$ cat config.mk
export PLATFORM = sky130hd
export DESIGN_NAME = acr_regs
export DESIGN_NICKNAME = d
export VERILOG_FILES = /design/src/hdl/acr_pkg.sv /design/src/hdl/acr_byte_if.sv /design/src/hdl/acr_regs.sv /design/src/hdl/acr_byte_fifo.sv
export VERILOG_INCLUDE_DIRS = /design/src /design/src/hdl
export SDC_FILE = /design/constraint.sdc
export NUM_CORES = 1
export LEC_CHECK = 0
export BUFFER_PORTS_ARGS = -buffer_cell sky130_fd_sc_hd__buf_2
export CAP_MARGIN = 20
export CELL_PAD_IN_SITES_DETAIL_PLACEMENT = 1
export CELL_PAD_IN_SITES_GLOBAL_PLACEMENT = 1
export CORE_ASPECT_RATIO = 1.75
export CORE_UTILIZATION = 52
export CTS_BUF_LIST = sky130_fd_sc_hd__clkbuf_2
export DETAILED_ROUTE_END_ITERATION = 16
export PLACE_DENSITY = 0.93
export RECOVER_POWER = 25
export SETUP_SLACK_MARGIN = 0.15
export SLEW_MARGIN = 0
export SYNTH_ARGS = -nofsm -noshare
export SYNTH_HDL_FRONTEND = slang
export SYNTH_SLANG_ARGS = --single-unit
$ cat constraint.sdc
create_clock -name clk -period 5.8 [get_ports clk]
set_input_delay 0.29 -clock clk [delete_from_list [all_inputs] [get_ports clk]]
set_output_delay 0.29 -clock clk [all_outputs]
set_load 0.005 [all_outputs]
$ cat src/hdl/acr_map.svh
// Register offsets, field positions and reset values of the accel config/status bank.
// Assumes an 8-bit register address space and 8-bit register data.
`ifndef ACR_MAP_SVH
`define ACR_MAP_SVH

// Register offsets
`define ACR_ADDR_FILL_LOW   8'h24
`define ACR_ADDR_FILL_HIGH  8'h25
`define ACR_ADDR_READ_PORT  8'h26
`define ACR_ADDR_STATE_RPT  8'h2a
`define ACR_ADDR_SAMPLING   8'h40
`define ACR_ADDR_FULLSCALE  8'h41

// Reset values
`define ACR_RST_FILL        8'h00
`define ACR_RST_PORT        8'h00
`define ACR_RST_STATE_RPT   8'h00
`define ACR_RST_SAMPLING    8'ha8
`define ACR_RST_FULLSCALE   8'h01

// Field positions in the sampling setup register
`define ACR_PERF_BIT        7
`define ACR_BWP_MSB         6
`define ACR_BWP_LSB         4
`define ACR_ODR_MSB         3
`define ACR_ODR_LSB         0

// Field positions in the state report register
`define ACR_TAP_FAULT_BIT   7
`define ACR_LOWRATE_BIT     6
`define ACR_REMAP_BIT       5
`define ACR_MSG_MSB         4

// Full-scale range field and high fill-count field width
`define ACR_RANGE_MSB       1
`define ACR_FILL_HIGH_MSB   5

// Legal code limits
`define ACR_ODR_MIN         4'h1
`define ACR_ODR_MAX         4'hc
`define ACR_BWP_CONT_MAX    3'h2

`endif

$ cat src/hdl/acr_pkg.sv
// Types shared by the accel config/status bank.
// Assumes nothing beyond a SystemVerilog compiler.
package acr_pkg;

	// Internal status message codes
	typedef enum logic [4:0] {
		ACR_MSG_NOT_INIT = 5'h00,
		ACR_MSG_INIT_OK  = 5'h01,
		ACR_MSG_INIT_ERR = 5'h02,
		ACR_MSG_DRV_ERR  = 5'h03,
		ACR_MSG_STOPPED  = 5'h04
	} acr_msg_t;

	// Filter performance mode
	typedef enum logic {
		ACR_MODE_AVERAGE = 1'b0,
		ACR_MODE_CONT    = 1'b1
	} acr_perf_t;

	// Full-scale range selection
	typedef enum logic [1:0] {
		ACR_RANGE_2G  = 2'h0,
		ACR_RANGE_4G  = 2'h1,
		ACR_RANGE_8G  = 2'h2,
		ACR_RANGE_16G = 2'h3
	} acr_range_t;

	// Continuous filter selection, or averaging when not in continuous mode
	typedef enum logic [1:0] {
		ACR_FILT_OSR4   = 2'h0,
		ACR_FILT_OSR2   = 2'h1,
		ACR_FILT_NORMAL = 2'h2,
		ACR_FILT_AVG    = 2'h3
	} acr_filt_t;

endpackage : acr_pkg

$ cat src/hdl/acr_byte_if.sv
// Byte stream carrier between the register bank and its sample FIFO.
// Assumes both ends share one clock.
`timescale 1ns/1ps
interface acr_byte_if #(
	parameter int WIDTH = 8,
	parameter int LVL_W = 4
);
	logic             in_valid;   // Producer offers a byte
	logic             in_ready;   // FIFO has room
	logic [WIDTH-1:0] in_data;    // Byte being written
	logic             out_valid;  // FIFO holds a byte
	logic             out_ready;  // Reader takes the head byte
	logic [WIDTH-1:0] out_data;   // Head byte
	logic [LVL_W-1:0] level;      // Bytes stored

	// FIFO end
	modport fifo_side (
		input  in_valid, in_data, out_ready,
		output in_ready, out_valid, out_data, level
	);
	// Register bank end
	modport user_side (
		output in_valid, in_data, out_ready,
		input  in_ready, out_valid, out_data, level
	);
endinterface : acr_byte_if

$ cat src/hdl/acr_regs.sv
// Accel config/status register bank: fill count, read port, state report,
// sampling setup and full-scale range, with an 8-byte sample FIFO behind the port.
// Assumes a synchronous register port and a producer that honours push_ready.
//
// Overview of operation
// - Upper six count bits at 0x25, rest zero
// - Low eight count bits at 0x24
// - Repeated reads of 0x26 pop successive bytes
// - Status message codes zero to four
// - Bit 5 flags invalid axis remapping
// - Bit 6 flags rate too low, 50Hz
// - Bit 7 flags rate too low, tap
// - Setup register fields; resets to 0xa8
// - Rate codes 1 to 12; others reserved
// - Continuous mode: OSR4, OSR2, normal only
// - Averaging mode: two to the n samples
// - Mode bit: zero averages, one filters
// - Range code picks 2/4/8/16g, resets 1
// - Count, port, status reset zero, read-only
`timescale 1ns/1ps
`include "acr_map.svh"
module acr_regs #(
	parameter int CNT_W = 14,
	parameter int DEPTH = 8
) (
	input  wire logic        clk,
	input  wire logic        resetn,
	input  wire logic        ce,
	input  wire logic [7:0]  reg_addr,
	input  wire logic        reg_wr,
	input  wire logic [7:0]  reg_wdata,
	input  wire logic        reg_rd,
	output logic      [7:0]  reg_rdata,
	output logic             reg_rvalid,
	input  wire logic        push_valid,
	input  wire logic [7:0]  push_data,
	output logic             push_ready,
	input  wire logic [4:0]  status_msg,
	input  wire logic        remap_fault,
	input  wire logic        low_rate_feature_fault,
	input  wire logic        tap_rate_fault,
	output logic             perf_mode,
	output logic      [2:0]  bw_param,
	output logic      [3:0]  rate_code,
	output logic      [1:0]  range_code,
	output logic      [7:0]  avg_samples,
	output acr_pkg::acr_filt_t filter_sel,
	output logic             rate_code_legal,
	output logic             bw_param_legal
);
	localparam int LVL_W = $clog2(DEPTH + 1);

	acr_byte_if #(.WIDTH(8), .LVL_W(LVL_W)) fifo_if ();  // Link to the FIFO

	logic [7:0]       state_rpt_q;   // Internal status report
	logic [7:0]       sampling_q;    // Sampling setup
	logic [1:0]       range_q;       // Full-scale code
	logic [7:0]       rdata_q;       // Read data
	logic [7:0]       rdata_d;       // Read data next
	logic             rvalid_q;      // Read answer strobe
	logic [CNT_W-1:0] fill_count;    // Byte fill level
	logic             port_read;     // Read of the FIFO port
	logic             port_pop;      // Port read that removes a byte

	// FIFO behind the read port
	acr_byte_fifo #(.WIDTH(8), .DEPTH(DEPTH), .LVL_W(LVL_W)) u_fifo (
		.clk    (clk),
		.resetn (resetn),
		.ce     (ce),
		.port   (fifo_if.fifo_side)
	);

	// Producer side of the FIFO; back-pressure goes straight out
	assign fifo_if.in_valid  = push_valid;
	assign fifo_if.in_data   = push_data;
	assign push_ready        = fifo_if.in_ready;

	// Decode of a read aimed at the data port
	assign port_read = reg_rd && (reg_addr == `ACR_ADDR_READ_PORT);
	assign port_pop  = ce && port_read && fifo_if.out_valid;
	assign fifo_if.out_ready = port_read;

	// Fill level widened to the reported count width
	assign fill_count = CNT_W'(fifo_if.level);

	// Status report mirrors the engine's flags and message
	always_ff @(posedge clk or negedge resetn) begin
		if (!resetn) begin
			state_rpt_q <= `ACR_RST_STATE_RPT;
		end else if (ce) begin
			state_rpt_q[`ACR_MSG_MSB:0]      <= status_msg;
			state_rpt_q[`ACR_REMAP_BIT]      <= remap_fault;
			state_rpt_q[`ACR_LOWRATE_BIT]    <= low_rate_feature_fault;
			state_rpt_q[`ACR_TAP_FAULT_BIT]  <= tap_rate_fault;
		end
	end

	// Sampling setup register, fully writable
	always_ff @(posedge clk or negedge resetn) begin
		if (!resetn) begin
			sampling_q <= `ACR_RST_SAMPLING;
		end else if (ce && reg_wr && (reg_addr == `ACR_ADDR_SAMPLING)) begin
			sampling_q <= reg_wdata;
		end
	end

	// Full-scale register keeps only the range field
	always_ff @(posedge clk or negedge resetn) begin
		if (!resetn) begin
			range_q <= 2'(`ACR_RST_FULLSCALE);
		end else if (ce && reg_wr && (reg_addr == `ACR_ADDR_FULLSCALE)) begin
			range_q <= reg_wdata[`ACR_RANGE_MSB:0];
		end
	end

	// Read data selection; writes to read-only offsets have no effect
	always_comb begin
		rdata_d = 8'h00;
		if (reg_addr == `ACR_ADDR_FILL_LOW) begin
			rdata_d = fill_count[7:0];
		end else if (reg_addr == `ACR_ADDR_FILL_HIGH) begin
			rdata_d = {2'b00, fill_count[CNT_W-1:8]};
		end else if (reg_addr == `ACR_ADDR_READ_PORT) begin
			rdata_d = fifo_if.out_valid ? fifo_if.out_data : `ACR_RST_PORT;
		end else if (reg_addr == `ACR_ADDR_STATE_RPT) begin
			rdata_d = state_rpt_q;
		end else if (reg_addr == `ACR_ADDR_SAMPLING) begin
			rdata_d = sampling_q;
		end else if (reg_addr == `ACR_ADDR_FULLSCALE) begin
			rdata_d = {6'b000000, range_q};
		end else begin
			// Unmapped offsets read zero
			rdata_d = 8'h00;
		end
	end

	// Registered read answer, one cycle after the request
	always_ff @(posedge clk or negedge resetn) begin
		if (!resetn) begin
			rdata_q  <= 8'h00;
			rvalid_q <= 1'b0;
		end else if (ce) begin
			rvalid_q <= reg_rd;
			if (reg_rd) begin
				rdata_q <= rdata_d;
			end
		end
	end

	assign reg_rdata  = rdata_q;
	assign reg_rvalid = rvalid_q;

	// Configuration fields driven to the sensing path
	assign perf_mode  = sampling_q[`ACR_PERF_BIT];
	assign bw_param   = sampling_q[`ACR_BWP_MSB:`ACR_BWP_LSB];
	assign rate_code  = sampling_q[`ACR_ODR_MSB:`ACR_ODR_LSB];
	assign range_code = range_q;

	// Derived filter and averaging controls
	always_comb begin
		if (perf_mode == acr_pkg::ACR_MODE_CONT) begin
			avg_samples = 8'h01;
			case (bw_param)
				3'h0:    filter_sel = acr_pkg::ACR_FILT_OSR4;
				3'h1:    filter_sel = acr_pkg::ACR_FILT_OSR2;
				default: filter_sel = acr_pkg::ACR_FILT_NORMAL;
			endcase
		end else begin
			avg_samples = 8'h01 << bw_param;
			filter_sel  = acr_pkg::ACR_FILT_AVG;
		end
	end

	assign rate_code_legal = (rate_code >= `ACR_ODR_MIN) && (rate_code <= `ACR_ODR_MAX);
	assign bw_param_legal  = (perf_mode == acr_pkg::ACR_MODE_AVERAGE) ||
	                         (bw_param <= `ACR_BWP_CONT_MAX);

	// High count read shows zeros above the count
	AST_FILL_HIGH: assert property (@(posedge clk) disable iff (!resetn)
		(ce && reg_rd && reg_addr == `ACR_ADDR_FILL_HIGH) |=>
		(reg_rvalid && reg_rdata[7:6] == 2'b00 &&
		 reg_rdata[5:0] == $past(fill_count[CNT_W-1:8])))
		else $error("high count read wrong");

	// Low count read returns the level at the request
	AST_FILL_LOW: assert property (@(posedge clk) disable iff (!resetn)
		(ce && reg_rd && reg_addr == `ACR_ADDR_FILL_LOW) |=>
		(reg_rvalid && reg_rdata == $past(fill_count[7:0])))
		else $error("low count read wrong");

	// A port read of a non-empty FIFO returns the head and drops the level
	AST_PORT_POP: assert property (@(posedge clk) disable iff (!resetn)
		(port_pop && !(push_valid && push_ready)) |=>
		(reg_rdata == $past(fifo_if.out_data) &&
		 fifo_if.level == $past(fifo_if.level) - 1'b1))
		else $error("port read did not pop head byte");

	// Status read returns the message two cycles after its input
	AST_STATE_MSG: assert property (@(posedge clk) disable iff (!resetn)
		(ce && $past(ce) && reg_rd && reg_addr == `ACR_ADDR_STATE_RPT) |=>
		(reg_rdata[4:0] == $past(status_msg, 2)))
		else $error("status message not reported");

	// Remap fault reaches bit 5
	AST_REMAP: assert property (@(posedge clk) disable iff (!resetn)
		(ce && remap_fault) |=> state_rpt_q[5])
		else $error("remap fault not flagged");

	// Low rate fault reaches bit 6
	AST_LOW_RATE: assert property (@(posedge clk) disable iff (!resetn)
		(ce && low_rate_feature_fault) |=> state_rpt_q[6])
		else $error("low rate fault not flagged");

	// Tap rate fault reaches bit 7
	AST_TAP_RATE: assert property (@(posedge clk) disable iff (!resetn)
		(ce && tap_rate_fault) |=> state_rpt_q[7])
		else $error("tap rate fault not flagged");

	// Setup register holds its reset value at release
	AST_SETUP_RESET: assert property (@(posedge clk) disable iff (!resetn)
		$past(!resetn) |-> (sampling_q == 8'ha8 && range_q == 2'h1))
		else $error("setup reset value wrong");

	// Averaging count follows the bandwidth parameter
	AST_AVG: assert property (@(posedge clk) disable iff (!resetn)
		(!perf_mode) |-> (avg_samples[bw_param] && $onehot(avg_samples)))
		else $error("averaging count wrong");

	// Rate legality matches codes 1 to 12
	AST_RATE_LEGAL: assert property (@(posedge clk) disable iff (!resetn)
		rate_code_legal == (rate_code != 4'h0 && rate_code < 4'hd))
		else $error("rate legality wrong");

	// Full-scale read shows reserved bits as zero
	AST_RANGE_RD: assert property (@(posedge clk) disable iff (!resetn)
		(ce && reg_rd && reg_addr == `ACR_ADDR_FULLSCALE) |=>
		(reg_rdata == {6'b000000, $past(range_q)}))
		else $error("range read wrong");

	// Frozen clock enable keeps the status report
	AST_STATE_RO: assert property (@(posedge clk) disable iff (!resetn)
		(!ce) |=> $stable(state_rpt_q))
		else $error("status changed while frozen");

	// Every accepted read raises the answer strobe one edge later
	AST_RD_STROBE: assert property (@(posedge clk) disable iff (!resetn)
		(ce && reg_rd) |=> reg_rvalid)
		else $error("read not answered");

	// No answer strobe without an accepted read
	AST_NO_STROBE: assert property (@(posedge clk) disable iff (!resetn)
		(ce && !reg_rd) |=> !reg_rvalid)
		else $error("answer strobe without read");

	// A port read of an empty FIFO returns zero and pops nothing
	AST_EMPTY_PORT: assert property (@(posedge clk) disable iff (!resetn)
		(ce && port_read && !fifo_if.out_valid && !push_valid) |=>
		(reg_rdata == 8'h00 && fifo_if.level == '0))
		else $error("empty port read wrong");

	// A setup write lands in all three fields
	AST_SETUP_WR: assert property (@(posedge clk) disable iff (!resetn)
		(ce && reg_wr && reg_addr == `ACR_ADDR_SAMPLING) |=>
		({perf_mode, bw_param, rate_code} == $past(reg_wdata)))
		else $error("setup write lost");

	// A full-scale write keeps only the range code
	AST_RANGE_WR: assert property (@(posedge clk) disable iff (!resetn)
		(ce && reg_wr && reg_addr == `ACR_ADDR_FULLSCALE) |=>
		(range_code == $past(reg_wdata[1:0])))
		else $error("range write lost");

	// Writes to read-only offsets leave the writable registers alone
	AST_RO_WRITE: assert property (@(posedge clk) disable iff (!resetn)
		(ce && reg_wr && (reg_addr == `ACR_ADDR_FILL_LOW ||
		 reg_addr == `ACR_ADDR_FILL_HIGH || reg_addr == `ACR_ADDR_READ_PORT ||
		 reg_addr == `ACR_ADDR_STATE_RPT)) |=>
		($stable(sampling_q) && $stable(range_q)))
		else $error("read-only write changed a register");

	// Continuous mode maps legal codes straight to the filter choice
	AST_FILT_CONT: assert property (@(posedge clk) disable iff (!resetn)
		(perf_mode && bw_param <= `ACR_BWP_CONT_MAX) |->
		(filter_sel == acr_pkg::acr_filt_t'(bw_param[1:0]) && avg_samples == 8'h01))
		else $error("continuous filter choice wrong");

	// Mode bit low always selects the averaging path
	AST_MODE_AVG: assert property (@(posedge clk) disable iff (!resetn)
		(!perf_mode) |-> (filter_sel == acr_pkg::ACR_FILT_AVG))
		else $error("averaging path not selected");

endmodule : acr_regs

$ cat src/hdl/acr_byte_fifo.sv
// Small flip-flop FIFO holding sample bytes until the host reads them out.
// Assumes one clock, asynchronous active-low reset and a freezing clock enable.
`timescale 1ns/1ps
module acr_byte_fifo #(
	parameter int WIDTH = 8,
	parameter int DEPTH = 8,
	parameter int LVL_W = $clog2(DEPTH + 1)
) (
	input wire logic    clk,
	input wire logic    resetn,
	input wire logic    ce,
	acr_byte_if.fifo_side port
);
	localparam int IDX_W = (DEPTH > 1) ? $clog2(DEPTH) : 1;
	localparam logic [IDX_W-1:0] LAST_IDX = IDX_W'(DEPTH - 1);
	localparam logic [LVL_W-1:0] FULL_LVL = LVL_W'(DEPTH);

	logic [WIDTH-1:0] mem_q [DEPTH];  // Storage
	logic [IDX_W-1:0] wr_idx_q;       // Next slot to fill
	logic [IDX_W-1:0] rd_idx_q;       // Head slot
	logic [LVL_W-1:0] level_q;        // Occupancy
	logic             push;           // Byte accepted this cycle
	logic             pop;            // Byte removed this cycle

	// Honest full and empty
	assign port.in_ready  = (level_q != FULL_LVL);
	assign port.out_valid = (level_q != '0);
	assign port.out_data  = mem_q[rd_idx_q];
	assign port.level     = level_q;
	assign push = ce && port.in_valid && port.in_ready;
	assign pop  = ce && port.out_ready && port.out_valid;

	// Storage write
	always_ff @(posedge clk) begin
		if (push) begin
			mem_q[wr_idx_q] <= port.in_data;
		end
	end

	// Pointers and level
	always_ff @(posedge clk or negedge resetn) begin
		if (!resetn) begin
			wr_idx_q <= '0;
			rd_idx_q <= '0;
			level_q  <= '0;
		end else begin
			if (push) begin
				wr_idx_q <= (wr_idx_q == LAST_IDX) ? '0 : wr_idx_q + 1'b1;
			end
			if (pop) begin
				rd_idx_q <= (rd_idx_q == LAST_IDX) ? '0 : rd_idx_q + 1'b1;
			end
			if (push && !pop) begin
				level_q <= level_q + 1'b1;
			end else if (pop && !push) begin
				level_q <= level_q - 1'b1;
			end
		end
	end

	// Level never passes the depth
	AST_FIFO_BOUND: assert property (@(posedge clk) disable iff (!resetn)
		level_q <= FULL_LVL) else $error("fifo level above depth");

endmodule : acr_byte_fifo

==> results.md <==
- Status: finished clean
- Worst slew margin: 35.2%
- Largest net degree at the start of global routing: 38
- Synth-to-Final Area Change: 18.2%
- EDFF count, synth: 64
- RSZ-0062 raised after global routing: no
- Syn Nets: 339
- Critical-path cell list: nor4_1 -> or3_1 -> ha_1 -> inv_1 -> ha_1 -> a21o_1 -> a21oi_1 -> xnor2_1 -> nor2_1 -> xor2_1
- CTS root buf: clkbuf_2
- Max-cap violations: 0
- CP peak stage delay: 0.61 ns
- Syn Area/Cell: 15.1 sq um
- Pleak: 0.00207 uW
- Pint: 1090 uW
- Post-Route WL: 9.90 mm
- Synthesized netlist cell count: 293
- IO Count: 70
- Sink Count: 101
- Max Fclk: 0.329 GHz
- Routed vias: 2,862
- Crit path time final: 3.04 ns
- Total CTS buffers: 9
- H-tree levels: 3
- Antenna violations before repair: 0
- # nets final: 435
- Count of inserted antenna diode cells: 0
- Clock power share: 24.2%
- First-pass DRT Iterations: 4
- Sw power: 407 uW
- CP max FO: 10
- Total power divided by cell area: 287 nW/um^2
- Synth Flop Type: edfxtp_1
- Register area share after synthesis: 64.5%
- Peak supply drop: 0.213 mV
- Yosys reg bits: 101
- Clk_lat worst skew: 0.55 ns
- CP required: 6.26 ns
- Worst hold path type: in2reg
- FILL cells: 768
- Layout cells sized above 1: 31.6%
- All-Layer GR Usage: 23.9%
- Pre-CTS WS: 2.70 ns
- Worst Setup Path Type: reg2reg
- Buf/Inv on CP: 1
- First-pass GRT wire length: 15.3 mm
- Ys Warns: 0
- Endpoints failing setup: 0
- Total congestion overflow: 0
- Synth cell types: 47
- Arr. time, crit path: 3.50 ns
- Critical path's top delay family: simple AND/OR/NAND/NOR gates
- HPWL Detailed: 7.08 mm
- CTS tree: done
- Cell count after placement: 445
- Initial core utilization: 53.6%
- Setup WS post-layout: 2.76 ns
- Most common cell on crit path: ha_1
- PortBufs: 69
- CP Launch Type: flip-flop
- DR iter-0 viols: 184
- Seq pwr share: 60.2%
- Commonest non-fill, non-tap cell in the layout: edfxtp_1
- Worst Clk Skew: 0.0295 ns
- Tcrit/Tclk final: 52.4%
- Mean number of vias per cell: 5.90
- Core Box Area: 8260 sq um
- Post_cts resized: 0
- Slowest-stage cell, CP: nor4_1
- Avg WL per Cell: 20.4 um
- Chip width: 71.7 um
- CTS clk-pin slew, worst paths: 0.26 ns
- Switch share: 27.2%
- Clk buf depth: 2
- Die Span Y: 124 um
- Post-route DRC: 0
- Slew at the pin with the worst max-slew slack: 0.972 ns
- Logic pwr share: 15.6%
- Vias in the first global route: 3,007
- Commonest cells after routing, fill and taps aside: edfxtp_1, buf_2, dfrtp_1
- Final Hold Vio Count: 0
- Crit end category: flip-flop
- Mapped Area: 4420 sq um
- Post-route ant nets: 0
- Max-slew violation count: 0
- TNS Setup: 0 ns
- Die Footprint: 8890 sq um
- Asr flop ratio synth: 36.6%
- Routability Congestion: 0.822
- Non-filler cells, final: 485
- FP Rows: 44
-- worst reg2reg max path, stage by stage, from the launching register on --
cell and delay [ns]:
dfrtp_1 0.55, nor4_1 0.61, or3_1 0.44, ha_1 0.26, inv_1 0.10, ha_1 0.28, a21o_1 0.18, a21oi_1 0.19
xnor2_1 0.14, nor2_1 0.07, xor2_1 0.14
-- sequential cells by signal (all words and copies together), names as in the netlist --
signal,cells
u_fifo.wr_idx_q,3
reg_rdata,8
u_fifo.mem_q,64
sampling_q,8
range_code,2
reg_rvalid,1
u_fifo.rd_idx_q,3
state_rpt_q,8
u_fifo.port.level,4
-- Yosys cell counts (2+ instances only) --
cell type	instances	area, sq um
dfrtp_1	33	826
a22oi_1	4	30.0
edfxtp_1	64	1920
a221oi_1	2	17.5
o22ai_1	2	12.5
mux4_2	16	360
nand2_1	21	78.8
o21ai_0	5	25.0
a31oi_1	2	12.5
and4b_1	2	20.0
o221ai_1	3	26.3
nand2b_1	7	43.8
nor2b_1	2	12.5
buf_2	4	20.0
inv_1	3	11.3
mux2_2	19	214
mux2i_1	8	80.1
and2_1	3	18.8
xnor2_1	3	26.3
ha_1	7	87.6
nor2_1	21	78.8
a21o_1	5	37.5
clkbuf_1	8	30.0
nand3_1	4	20.0
nor3_1	13	65.1
a21oi_1	5	25.0
dfstp_2	4	105
nor4_1	3	18.8
or3_1	2	12.5
-- logic make-up after synthesis --
kind of cell,synth area share (%)
flops,64.5
simple gates,10.1
mux,15.1
compound gates,5.32
buf+inv,1.73
fa+ha+maj,2.43
xor+xnor,0.792
-- area by class of cell --
class	instances	area (sq um)	area share, %
repair buffers	99	623	11.9
well taps	92	115	2.20
inverters	3	11.3	0.215
clock buffers	9	45.0	0.862
multi-input cells	175	1490	28.6
clock inverters	6	86.3	1.65
flip-flops and latches	101	2850	54.6
-- stage by stage --
step	power (uW)	utilization, %	cell area, sq um	hold WS, ns
2_1_floorplan	1040	-	4420	-0.00559
3_3_place_gp	1120	58.8	4860	0.422
3_5_place_dp	1140	58.8	4860	0.436
4_1_cts	1510	63.4	5240	0.120
5_1_grt	1570	63.3	5230	0.123
6_report	1500	63.3	5230	0.169
-- power groups by stage --
stage | Clock [uW] | Combinational (uW) | Sequential, uW
CTS | 370 | 238 | 901
global route | 392 | 262 | 912
global placement | 0 | 208 | 908
floorplan | 0 | 147 | 892
detailed placement | 0 | 223 | 915
finish | 363 | 234 | 901
-- final timing paths --
kind	start	end	slack, ns	cells after the start
worst max register to register	u_fifo.port.level[0]	u_fifo.port.level[3]	2.76	10
worst min-delay path	reg_wr	range_code[1]	0.17	3
worst min register to register	reg_rdata[7]	reg_rdata[7]	0.54	2
max in group asynchronous	resetn	u_fifo.rd_idx_q[2]	4.90	2
min in group asynchronous	resetn	u_fifo.rd_idx_q[1]	0.35	2
worst max-delay path	u_fifo.port.level[0]	u_fifo.port.level[3]	2.76	10
-- metal layers --
layer  wire length [um]  track usage, %  vias to the layer above
met5                  0               0                        -
met4                228            10.0                        0
met3                379            4.61                       21
met2               5530            44.6                       94
met1               3750            25.9                     1435
li1                   -               -                     1312
-- what timing repair did --
action / CTS / global route
setup buffers: 0 / 0
hold buffers: 25 / 0
endpoints found under the setup margin: 0 / 0
endpoints found under the hold margin: 112 / 0
Note: power is estimated with default switching activity, not from simulation.
